[config.mk]
export PLATFORM = sky130hd
export DESIGN_NAME = tms_master
export DESIGN_NICKNAME = d
export VERILOG_FILES = /design/src/tms_pkg.sv /design/src/tms_fifo.sv /design/src/tms_master.sv
export SDC_FILE = /design/constraint.sdc
export NUM_CORES = 1
export LEC_CHECK = 0
export BUFFER_PORTS_ARGS = -buffer_cell sky130_fd_sc_hd__clkbuf_2
export CORE_MARGIN = 2
export CORE_UTILIZATION = 53
export CTS_BUF_LIST = sky130_fd_sc_hd__clkbuf_16
export CTS_CLUSTER_SIZE = 40
export DETAILED_ROUTE_END_ITERATION = 16
export HOLD_SLACK_MARGIN = 0.08
export PLACE_DENSITY = 0.85
export SLEW_MARGIN = 5
export SYNTH_ARGS = -nofsm -noshare
export SYNTH_HDL_FRONTEND = slang
export SYNTH_SLANG_ARGS = --single-unit
[constraint.sdc]
create_clock -name ref_clk_i -period 2.3 [get_ports ref_clk_i]
set_input_delay 0.23 -clock ref_clk_i [delete_from_list [all_inputs] [get_ports ref_clk_i]]
set_output_delay 0.23 -clock ref_clk_i [all_outputs]
set_load 0.02 [all_outputs]
[src/tms_pkg.sv]
// shared constants and types for the master
package tms_pkg;
    localparam int         DATA_W      = 8;
    localparam int         FIFO_DEPTH  = 4;
    localparam logic [3:0] BITS_BYTE   = 4'h8;
    localparam logic [3:0] BITS_ADDR   = 4'h9;
    localparam logic [7:0] RELOAD_MIN  = 8'h03;
    localparam logic [7:0] RESET_BYTE  = 8'h00;
    localparam logic [3:0] BIT_ZERO    = 4'h0;

    typedef enum logic [3:0] {
        TMS_IDLE     = 4'b0000,
        TMS_ST_CHECK = 4'b0001,
        TMS_ST_HOLD  = 4'b0010,
        TMS_ST_LOW   = 4'b0011,
        TMS_TX_LOW   = 4'b0100,
        TMS_TX_HIGH  = 4'b0101,
        TMS_RX_LOW   = 4'b0110,
        TMS_RX_HIGH  = 4'b0111,
        TMS_AK_LOW   = 4'b1000,
        TMS_AK_HIGH  = 4'b1001,
        TMS_SP_LOW   = 4'b1010,
        TMS_SP_SCL   = 4'b1011,
        TMS_SP_SDA   = 4'b1100,
        TMS_SP_DONE  = 4'b1101
    } tms_state_t;

    // go bits from software
    typedef struct packed {
        logic start_go;
        logic receive_go;
        logic ack_sequence_go;
        logic stop_go;
    } tms_go_t;

    // sticky status shown to software
    typedef struct packed {
        logic serial_event_flag;
        logic buffer_full_flag;
        logic write_clash_flag;
        logic collision_flag;
        logic ack_received_flag;
        logic start_seen;
        logic stop_seen;
    } tms_stat_t;
endpackage
[src/tms_fifo.sv]
// valid/ready fifo for received bytes
`timescale 1ns/1ps
`default_nettype none
module tms_fifo #(
    parameter int WIDTH = 8,
    parameter int DEPTH = 4
) (
    input  wire logic             ref_clk_i,
    input  wire logic             reset_i,
    input  wire logic [WIDTH-1:0] in_data_i,
    input  wire logic             in_valid_i,
    output logic                  in_ready_o,
    output logic      [WIDTH-1:0] out_data_o,
    output logic                  out_valid_o,
    input  wire logic             out_ready_i
);
    localparam int AW = $clog2(DEPTH);
    logic [WIDTH-1:0] mem [DEPTH];
    logic [AW-1:0]    wr_ptr;
    logic [AW-1:0]    rd_ptr;
    logic [AW:0]      count;
    logic             push;
    logic             pop;

    assign in_ready_o  = (count != (AW+1)'(DEPTH));
    assign out_valid_o = (count != '0);
    assign out_data_o  = mem[rd_ptr];
    assign push        = in_valid_i && in_ready_o;
    assign pop         = out_valid_o && out_ready_i;

    // storage, written on accepted push
    always_ff @(posedge ref_clk_i) begin
        if (push) begin
            mem[wr_ptr] <= in_data_i;
        end
    end

    // pointers and fill level
    always_ff @(posedge ref_clk_i) begin
        if (reset_i) begin
            wr_ptr <= '0;
            rd_ptr <= '0;
            count  <= '0;
        end else begin
            if (push) begin
                wr_ptr <= (wr_ptr == AW'(DEPTH-1)) ? '0 : wr_ptr + 1'b1;
            end
            if (pop) begin
                rd_ptr <= (rd_ptr == AW'(DEPTH-1)) ? '0 : rd_ptr + 1'b1;
            end
            count <= count + (AW+1)'(push) - (AW+1)'(pop);
        end
    end
endmodule
`default_nettype wire

[src/tms_master.sv]
// two-wire bus master sequencer
// Overview of operation
// RULE1 - buffer write while a byte shifts in sets clash flag, write discarded
// RULE2 - read: send eight address bits with direction set, sample ack into flag
// RULE3 - event flag rises at end of ninth clock after address byte
// RULE4 - receive-go clocks a byte; event and buffer-full set after eighth fall
// RULE5 - software clears event, reads byte, acks, ends with nack or stop
// RULE6 - ack-go pulls clock low at once and drives stored ack value
// RULE7 - software picks ack value bit before starting the ack sequence
// RULE8 - ack: wait period, release clock, after high seen wait, drive low
// RULE9 - ack completion clears ack-go, stops rate counter, returns idle
// RULE10 - buffer write during acknowledge sets clash flag, write discarded
// RULE11 - stop: data low, reload count, release clock, release data later
// RULE12 - data high with clock high sets stop-seen; period later event, clear go
// RULE13 - buffer write during stop sets clash flag, write discarded
// RULE14 - reset or disable ends transfer, clears start-seen and stop-seen
// RULE15 - bus busy elsewhere: raise event on detected stop condition
// RULE16 - released data read low with clock high: collision flag, go idle
// RULE17 - collision in byte: stop shifting, clear buffer-full, release lines
// RULE18 - collision in start/stop/ack: abort, release lines, clear go bits
// RULE19 - after collision keep watching bus, event on stop condition
// RULE20 - after collision a buffer write restarts from the first bit
// RULE21 - either line low at start begin: abort, collision flag, idle
// RULE22 - start: count with data high, clock low collides, early data low
// RULE23 - rate counter reloads twice per bus clock period
// RULE24 - software never programs reload values below three
// RULE25 - lines only pulled low or released, never driven high
`timescale 1ns/1ps
`default_nettype none
module tms_master
    import tms_pkg::*;
(
    input  wire logic              ref_clk_i,
    input  wire logic              reset_i,
    input  wire logic              enable_i,
    input  wire logic [7:0]        rate_reload_reg_i,
    input  wire tms_go_t           go_set_i,
    input  wire logic              ack_value_bit_i,
    input  wire logic              buf_wr_i,
    input  wire logic [DATA_W-1:0] buf_wdata_i,
    input  wire logic              buf_rd_i,
    input  wire logic              clr_event_i,
    input  wire logic              clr_clash_i,
    input  wire logic              clr_collision_i,
    input  wire logic              scl_i,
    input  wire logic              sda_i,
    output logic                   scl_o,
    output logic                   scl_oe_o,
    output logic                   sda_o,
    output logic                   sda_oe_o,
    output tms_go_t                go_o,
    output tms_stat_t              stat_o,
    output logic [DATA_W-1:0]      shift_buffer_reg_o,
    output logic                   rx_overflow_o
);
    tms_state_t        state;
    tms_go_t           go;
    tms_stat_t         stat;
    logic [7:0]        rate_counter;
    logic              rate_run;
    logic              rate_tick;
    logic [3:0]        bit_cnt;
    logic [DATA_W-1:0] internal_shift_reg;
    logic [DATA_W-1:0] shift_buffer_reg;
    logic              scl_low;
    logic              sda_low;
    logic              scl_q;
    logic              sda_q;
    logic              stop_cond;
    logic              start_cond;
    logic              busy;
    logic              wr_ok;
    logic              coll;
    logic              coll_tx;
    logic              byte_done;
    logic              fifo_in_ready;
    logic              fifo_out_valid;
    logic [DATA_W-1:0] fifo_out_data;
    logic              run;

    assign run       = enable_i && !reset_i;
    assign rate_tick = rate_run && (rate_counter == RESET_BYTE);
    assign busy      = (state != TMS_IDLE);
    // clash writes never land
    assign wr_ok     = buf_wr_i && !busy; // RULE1 RULE10 RULE13
    assign stop_cond = scl_i && scl_q && sda_i && !sda_q;
    assign start_cond = scl_i && scl_q && !sda_i && sda_q;
    // released data seen low under high clock; the ack slot is the slave's
    assign coll_tx = !sda_low && !sda_i && scl_i // RULE16
                   && ((state == TMS_TX_HIGH && bit_cnt != BITS_BYTE) || state == TMS_AK_HIGH);
    assign coll = coll_tx
               || ((state == TMS_ST_HOLD) && sda_i && !scl_i) // RULE22
               || ((state == TMS_SP_DONE) && !sda_i && scl_i);
    // receive stalls while the fifo is full
    assign byte_done = (state == TMS_RX_HIGH) && rate_tick
                    && (bit_cnt == BITS_BYTE - 4'h1) && fifo_in_ready;

    // previous bus levels
    always_ff @(posedge ref_clk_i) begin
        if (reset_i) begin
            scl_q <= 1'b1;
            sda_q <= 1'b1;
        end else begin
            scl_q <= scl_i;
            sda_q <= sda_i;
        end
    end

    // rate counter, reloads each half period
    always_ff @(posedge ref_clk_i) begin
        if (!run || !rate_run) begin
            rate_counter <= rate_reload_reg_i; // RULE9
        end else if (rate_tick) begin
            rate_counter <= rate_reload_reg_i; // RULE23
        end else begin
            rate_counter <= rate_counter - 8'h01;
        end
    end

    // sequencer
    always_ff @(posedge ref_clk_i) begin
        if (!run) begin
            state              <= TMS_IDLE; // RULE14
            rate_run           <= 1'b0;
            scl_low            <= 1'b0;
            sda_low            <= 1'b0;
            bit_cnt            <= BIT_ZERO;
            internal_shift_reg <= RESET_BYTE;
        end else if (coll) begin
            state    <= TMS_IDLE; // RULE17 RULE18
            rate_run <= 1'b0;
            scl_low  <= 1'b0; // RULE25
            sda_low  <= 1'b0;
            bit_cnt  <= BIT_ZERO; // RULE20
        end else begin
            case (state)
                TMS_IDLE: begin
                    rate_run <= 1'b0;
                    bit_cnt  <= BIT_ZERO; // RULE20
                    if (go_set_i.start_go) begin
                        state <= TMS_ST_CHECK;
                    end else if (wr_ok) begin
                        internal_shift_reg <= buf_wdata_i; // RULE2
                        scl_low  <= 1'b1;
                        rate_run <= 1'b1;
                        state    <= TMS_TX_LOW;
                    end else if (go_set_i.receive_go) begin
                        sda_low  <= 1'b0;
                        rate_run <= 1'b1;
                        state    <= TMS_RX_LOW;
                    end else if (go_set_i.ack_sequence_go) begin
                        scl_low  <= 1'b1; // RULE6
                        sda_low  <= !ack_value_bit_i;
                        rate_run <= 1'b1;
                        state    <= TMS_AK_LOW;
                    end else if (go_set_i.stop_go) begin
                        scl_low <= 1'b1;
                        sda_low <= 1'b1; // RULE11
                        state   <= TMS_SP_LOW;
                    end
                end
                TMS_ST_CHECK: begin
                    if (!sda_i || !scl_i) begin
                        state <= TMS_IDLE; // RULE21
                    end else begin
                        rate_run <= 1'b1; // RULE22
                        state    <= TMS_ST_HOLD;
                    end
                end
                TMS_ST_HOLD: begin
                    if (!sda_i || rate_tick) begin
                        sda_low  <= 1'b1; // RULE22
                        rate_run <= 1'b0;
                        state    <= TMS_ST_LOW;
                    end
                end
                TMS_ST_LOW: begin
                    rate_run <= 1'b1;
                    if (rate_tick) begin
                        scl_low  <= 1'b1; // RULE22
                        rate_run <= 1'b0;
                        state    <= TMS_IDLE;
                    end
                end
                TMS_TX_LOW: begin
                    // data moves with clock low
                    if (bit_cnt == BITS_BYTE) begin
                        sda_low <= 1'b0;
                    end else begin
                        sda_low <= !internal_shift_reg[DATA_W-1];
                    end
                    if (rate_tick) begin
                        scl_low <= 1'b0;
                        state   <= TMS_TX_HIGH;
                    end
                end
                TMS_TX_HIGH: begin
                    if (!scl_i) begin
                        rate_run <= 1'b0; // stretched clock reloads the count
                    end else begin
                        rate_run <= 1'b1;
                    end
                    if (rate_tick) begin
                        scl_low <= 1'b1;
                        if (bit_cnt == BITS_ADDR - 4'h1) begin
                            rate_run <= 1'b0; // RULE3
                            state    <= TMS_IDLE;
                        end else begin
                            internal_shift_reg <= {internal_shift_reg[DATA_W-2:0], 1'b0};
                            bit_cnt <= bit_cnt + 4'h1;
                            state   <= TMS_TX_LOW;
                        end
                    end
                end
                TMS_RX_LOW: begin
                    if (rate_tick) begin
                        scl_low <= 1'b0;
                        state   <= TMS_RX_HIGH;
                    end
                end
                TMS_RX_HIGH: begin
                    rate_run <= scl_i;
                    if (rate_tick && scl_i) begin
                        internal_shift_reg <= {internal_shift_reg[DATA_W-2:0], sda_i};
                    end
                    if (rate_tick && (bit_cnt != BITS_BYTE - 4'h1)) begin
                        scl_low <= 1'b1;
                        bit_cnt <= bit_cnt + 4'h1;
                        state   <= TMS_RX_LOW;
                    end else if (byte_done) begin
                        scl_low  <= 1'b1; // RULE4
                        rate_run <= 1'b0;
                        state    <= TMS_IDLE;
                    end
                end
                TMS_AK_LOW: begin
                    if (rate_tick) begin
                        scl_low <= 1'b0; // RULE8
                        state   <= TMS_AK_HIGH;
                    end
                end
                TMS_AK_HIGH: begin
                    rate_run <= scl_i; // RULE8
                    if (rate_tick && scl_i) begin
                        scl_low  <= 1'b1;
                        rate_run <= 1'b0; // RULE9
                        state    <= TMS_IDLE;
                    end
                end
                TMS_SP_LOW: begin
                    rate_run <= !sda_i; // RULE11
                    if (rate_tick) begin
                        scl_low <= 1'b0;
                        state   <= TMS_SP_SCL;
                    end
                end
                TMS_SP_SCL: begin
                    rate_run <= scl_i;
                    if (rate_tick && scl_i) begin
                        sda_low <= 1'b0; // RULE11
                        state   <= TMS_SP_SDA;
                    end
                end
                TMS_SP_SDA: begin
                    if (sda_i && scl_i) begin
                        state <= TMS_SP_DONE;
                    end
                end
                TMS_SP_DONE: begin
                    if (rate_tick) begin
                        rate_run <= 1'b0; // RULE12
                        state    <= TMS_IDLE;
                    end
                end
                default: begin
                    state <= TMS_IDLE;
                end
            endcase
        end
    end

    // go bits: set by software, cleared by hardware
    always_ff @(posedge ref_clk_i) begin
        if (!run) begin
            go <= '0;
        end else if (coll) begin
            go <= '0; // RULE18
        end else begin
            if (go_set_i.start_go && state == TMS_IDLE) go.start_go <= 1'b1;
            else if (state == TMS_ST_LOW && rate_tick) go.start_go <= 1'b0;
            else if (state == TMS_ST_CHECK && (!sda_i || !scl_i)) go.start_go <= 1'b0;
            if (go_set_i.receive_go && state == TMS_IDLE) go.receive_go <= 1'b1;
            else if (byte_done) go.receive_go <= 1'b0;
            if (go_set_i.ack_sequence_go && state == TMS_IDLE) go.ack_sequence_go <= 1'b1;
            else if (state == TMS_AK_HIGH && rate_tick && scl_i) go.ack_sequence_go <= 1'b0; // RULE9
            if (go_set_i.stop_go && state == TMS_IDLE) go.stop_go <= 1'b1;
            else if (state == TMS_SP_DONE && rate_tick) go.stop_go <= 1'b0; // RULE12
        end
    end

    // sticky status flags; hardware set wins over a same-cycle clear
    always_ff @(posedge ref_clk_i) begin
        if (!run) begin
            stat <= '0; // RULE14
        end else begin
            if ((state == TMS_TX_HIGH && rate_tick && bit_cnt == BITS_ADDR - 4'h1)
                || byte_done
                || (state == TMS_AK_HIGH && rate_tick && scl_i)
                || (state == TMS_ST_LOW && rate_tick)
                || (state == TMS_SP_DONE && rate_tick)
                || (stop_cond && state == TMS_IDLE)) begin
                stat.serial_event_flag <= 1'b1; // RULE3 RULE12 RULE15 RULE19
            end else if (clr_event_i) begin
                stat.serial_event_flag <= 1'b0;
            end
            if (wr_ok || (fifo_out_valid && (buf_rd_i || !stat.buffer_full_flag))) begin
                stat.buffer_full_flag <= 1'b1; // RULE4
            end else if (coll_tx || buf_rd_i) begin
                stat.buffer_full_flag <= 1'b0; // RULE17
            end else if (state == TMS_TX_LOW && bit_cnt == BITS_BYTE) begin
                stat.buffer_full_flag <= 1'b0;
            end
            if (buf_wr_i && busy) begin
                stat.write_clash_flag <= 1'b1; // RULE1 RULE10 RULE13
            end else if (clr_clash_i) begin
                stat.write_clash_flag <= 1'b0;
            end
            if (coll || (state == TMS_ST_CHECK && (!sda_i || !scl_i))) begin
                stat.collision_flag <= 1'b1; // RULE16 RULE21
            end else if (clr_collision_i) begin
                stat.collision_flag <= 1'b0;
            end
            if (state == TMS_TX_HIGH && rate_tick && bit_cnt == BITS_ADDR - 4'h1) begin
                stat.ack_received_flag <= sda_i; // RULE2
            end
            if (start_cond) begin
                stat.start_seen <= 1'b1;
                stat.stop_seen  <= 1'b0;
            end else if (stop_cond) begin
                stat.start_seen <= 1'b0;
                stat.stop_seen  <= 1'b1; // RULE12
            end
        end
    end

    // overflow: byte lands on an unread one
    always_ff @(posedge ref_clk_i) begin
        if (!run) begin
            rx_overflow_o <= 1'b0;
        end else if (byte_done && stat.buffer_full_flag) begin
            rx_overflow_o <= 1'b1;
        end
    end

    // received bytes queue in the fifo
    tms_fifo #(
        .WIDTH (DATA_W),
        .DEPTH (FIFO_DEPTH)
    ) u_rx_fifo (
        .ref_clk_i   (ref_clk_i),
        .reset_i     (!run),
        .in_data_i   ({internal_shift_reg[DATA_W-2:0], sda_i}),
        .in_valid_i  (byte_done),
        .in_ready_o  (fifo_in_ready),
        .out_data_o  (fifo_out_data),
        .out_valid_o (fifo_out_valid),
        .out_ready_i (buf_rd_i || !stat.buffer_full_flag)
    );

    // buffer: fifo head or accepted write
    always_ff @(posedge ref_clk_i) begin
        if (!run) begin
            shift_buffer_reg <= RESET_BYTE;
        end else if (wr_ok) begin
            shift_buffer_reg <= buf_wdata_i;
        end else if (fifo_out_valid && (buf_rd_i || !stat.buffer_full_flag)) begin
            shift_buffer_reg <= fifo_out_data;
        end
    end

    // registered outputs; lines only pulled low
    always_ff @(posedge ref_clk_i) begin
        if (reset_i) begin
            scl_o              <= 1'b0;
            sda_o              <= 1'b0;
            scl_oe_o           <= 1'b0;
            sda_oe_o           <= 1'b0;
            go_o               <= '0;
            stat_o             <= '0;
            shift_buffer_reg_o <= RESET_BYTE;
        end else begin
            scl_o              <= 1'b0; // RULE25
            sda_o              <= 1'b0; // RULE25
            scl_oe_o           <= scl_low && run;
            sda_oe_o           <= sda_low && run;
            go_o               <= go;
            stat_o             <= stat;
            shift_buffer_reg_o <= shift_buffer_reg;
        end
    end
endmodule
`default_nettype wire

==> impl_metrics.py <==
metrics = {
    "global_route": {
        "grt_max_degree": 30,
        "gr-total-overflow": 0,
        "grt_first_pass_wirelength_mm": 21.0,
        "antenna_found_initial": 0,
        "grt_pass1_vias": 4135,
        "grt_usage": 0.246,
    },
    "logic_synthesis": {
        "ys.flop_type": "dfxtp_1",
        "synth-simple-area-share": 0.187,
        "synth_edf_count": 32,
        "synth_area_um2": 5250,
        "synthAdderAreaFrac": 0.0319,
        "synth_compound_area_frac": 0.154,
        "synthDistinctLibCells": 68,
        "syn_inst": 509,
        "ys_warn_count": 0,
        "synthMuxAreaShare": 0.0784,
        "synthArstFlopShare": 0,
        "synth_xor_xnor_area_share": 0.0200,
        "ys_ff_latch": 111,
        "yosysSeqAreaShare": 0.484,
        "synth.avg_cell_area_um2": 10.3,
        "synth_top_family_by_area": "simple AND/OR/NAND/NOR gates",
    },
    "place": {
        "pre_cts_ws_ps": -40.0,
        "gp_congestion": 1.02,
        "io_buffers": 52,
        "hpwl_mm": 9.45,
    },
    "run": {
        "max_cap_violations": 0,
    },
    "min_path": {
        "hold_path_class": "primary input to flip-flop",
        "hold_end": "rate_counter[0]$_DFF_P_",
        "worstHoldPathCells": 2,
        "min-delay-start": "rate_reload_reg_i[0]",
    },
    "routing": {
        "wl_mm": 13.0,
        "post_drt_wl_per_cell_um": 18.0,
        "vias_per_cell": 5.92,
        "drtAntennaViolNets": 0,
        "vias": 4270,
        "drtPass1Iterations": 5,
        "remaining_drc_errors": 0,
        "drt_iter0_markers": 415,
    },
    "timing": {
        "slew_violations": 0,
        "setup_tns_ps": 0,
        "skew_ps": 14.9,
        "setup_violations": 0,
        "rsz0062_at_grt": "yes",
        "final-hold-violation-count": 0,
        "fmax_mhz": 440,
        "fin_crit_sh": 0.987,
        "worst_slack_ps": 29.8,
        "max_slew.worst_pin.slew_ps": 641,
        "maxSlewHeadroom": 0.566,
        "layout_min_cycle_time_ps": 2270,
    },
    "pwr": {
        "pwr-share-seq": 0.439,
        "power_frac_comb": 0.262,
        "power.share.clock": 0.299,
        "net-switching-power_w": 0.00165,
        "vdd_drop_max_v": 0.000426,
        "power_density_nw_per_um2": 832,
        "leakage_nw": 2.42,
        "p_sw_frac": 0.319,
        "intPower_w": 0.00353,
        "power_w": 0.00519,
    },
    "cells_and_area": {
        "final_cell_mix": "dfxtp_1, clkbuf_2, nor2_1, buf_4, edfxtp_1",
        "seq_area_um2": 2550,
        "largest_register": "u_rx_fifo.mem",
        "syn_to_final_growth_pct": 18.7,
        "largest_register_ffs": 32,
        "diodes": 0,
        "fin_nets": 626,
        "multi_input_area_um2": 2530,
        "n_fill_cell": 739,
        "drive_gt1_frac": 0.267,
        "layout_commonest_cell": "dfxtp_1",
    },
    "setup_path": {
        "startpoint_type": "flip-flop",
        "cp_slowest_stage_delay_ps": 470,
        "r2r_setup_slack_ps": 30,
        "worstPathArrival_ps": 2520,
        "required_ps": 2550,
        "critical_path_class": "flip-flop to flip-flop",
        "r2r-end": "u_rx_fifo.count[1]$_SDFF_PN0_",
        "cp_slowest_cell": "or4bb_4",
        "cp_max_fo": 3,
        "path_common_cell": "ha_4",
        "end_kind": "flip-flop",
        "worstRegToRegCells": 8,
        "path_cells": "inv_2 -> ha_4 -> or4bb_4 -> nor4b_4 -> and2_4 -> ha_4 -> fa_1 -> and2_1",
        "r2r_start": "rate_counter[1]$_DFF_P_",
    },
    "cts": {
        "cts_setup_buffers": 0,
        "htree_levels": 3,
        "clockBufferDepth": 2,
        "insertion_delay_ps": 360,
        "cts_made_buffers": 9,
        "cts_hold_buf": 0,
        "cts_sinks": 111,
        "cts_root_buf": "clkbuf_16",
        "tritoncts": "built",
        "clk_pin_slew_ps": 80,
    },
    "die": {
        "die_x_um": 104,
        "initial_utilization": 0.542,
        "die_y_um": 104,
        "rows": 36,
        "io_pins": 55,
        "dieArea_um2": 10700,
        "core_area_um2": 9680,
    },
    "outcome": {
        "status": "finished, final reports clean",
    },
}
power by group through the flow:
stage / clock [W] / sequential, W / combinational, W
floorplan: 0 / 0.00228 / 0.000950
global placement: 0 / 0.00231 / 0.00127
detailed placement: 0 / 0.00232 / 0.00133
CTS: 0.00157 / 0.00228 / 0.00135
global route: 0.00165 / 0.00230 / 0.00148
finish: 0.00155 / 0.00228 / 0.00136
cell type report:
cell class	count	share of cell area
repair buffers	95	0.0995
clock buffers	9	0.0361
flip-flops and latches	111	0.408
inverters	19	0.0114
clock inverters	7	0.0116
well taps	133	0.0267
multi-input cells	347	0.406
worst max-delay path by stage:
stage | from | endpoint
5_1_grt | rate_counter[0]$_DFF_P_ | u_rx_fifo.count[1]$_SDFF_PN0_
3_3_place_gp | rate_counter[1]$_DFF_P_ | u_rx_fifo.count[1]$_SDFF_PN0_
2_1_floorplan | rate_counter[1]$_DFF_P_ | u_rx_fifo.count[1]$_SDFF_PN0_
4_1_cts | rate_counter[1]$_DFF_P_ | u_rx_fifo.count[1]$_SDFF_PN0_
6_report | rate_counter[1]$_DFF_P_ | u_rx_fifo.count[1]$_SDFF_PN0_
3_5_place_dp | rate_counter[1]$_DFF_P_ | u_rx_fifo.count[1]$_SDFF_PN0_
Yosys cell counts, types with 3 or more instances:
cell type	number	share of area
nor4_1	3	0.0036
o21ai_0	19	0.018
ha_1	11	0.026
o211ai_1	3	0.0043
a22oi_1	3	0.0043
nand3_1	10	0.0095
nor2_1	41	0.029
a31oi_1	14	0.017
a21oi_1	28	0.027
a211oi_2	3	0.0071
a21oi_2	3	0.0050
a211oi_1	20	0.029
nand2_1	28	0.020
edfxtp_1	32	0.18
nor4b_1	4	0.0067
inv_1	19	0.014
xnor2_1	10	0.017
mux4_2	8	0.034
and2_1	6	0.0071
mux2i_1	22	0.042
o31a_1	3	0.0050
o22ai_1	4	0.0048
nor4bb_1	3	0.0057
nand2b_1	11	0.013
dfxtp_1	79	0.30
nor3_1	5	0.0048
clkbuf_1	18	0.013
buf_2	9	0.0086
or2_2	4	0.0048
and3_1	9	0.011
nor2b_1	24	0.029
cells by family after synthesis:
| kind of cell | count (synthesis) |
|---|---|
| AND/OR/NAND/NOR | 170 |
| AO/OA/AOI/OAI | 119 |
| flip-flops | 111 |
| buffers and inverters | 52 |
| multiplexers | 31 |
| adder cells (fa/ha/maj) | 13 |
| XOR/XNOR | 12 |
| other | 1 |
routing by layer:
metal,vias to the layer above,track usage,share of wire
met1,2009,0.322,0.42
met3,28,0.0566,0.085
met5,-,0,0
met4,0,0.0907,0.019
met2,217,0.401,0.48
li1,2016,-,-
critical path: cells and delay by family, from the launching register on:
family | cells | cell delay, ps
flops | 1 | 340
fa+ha+maj | 3 | 660
simple gates | 4 | 1090
buf+inv | 1 | 80
metrics by stage:
step                      std cells  utilization  hold slack, ps  cell area, um^2
after floorplan                 510            -             302             5290
after global placement          705        0.611             440             5920
after detailed placement        705        0.611             450             5920
after CTS                       721        0.643            95.4             6220
after global routing            721        0.644             102             6230
final                           721        0.644             101             6230
what timing repair did:
action / in CTS / in global routing
pin swaps: 2 / 0
endpoints found under the setup margin: 2 / 28
gates resized for setup: 2 / 6
Power figures use the tool's default switching activity.
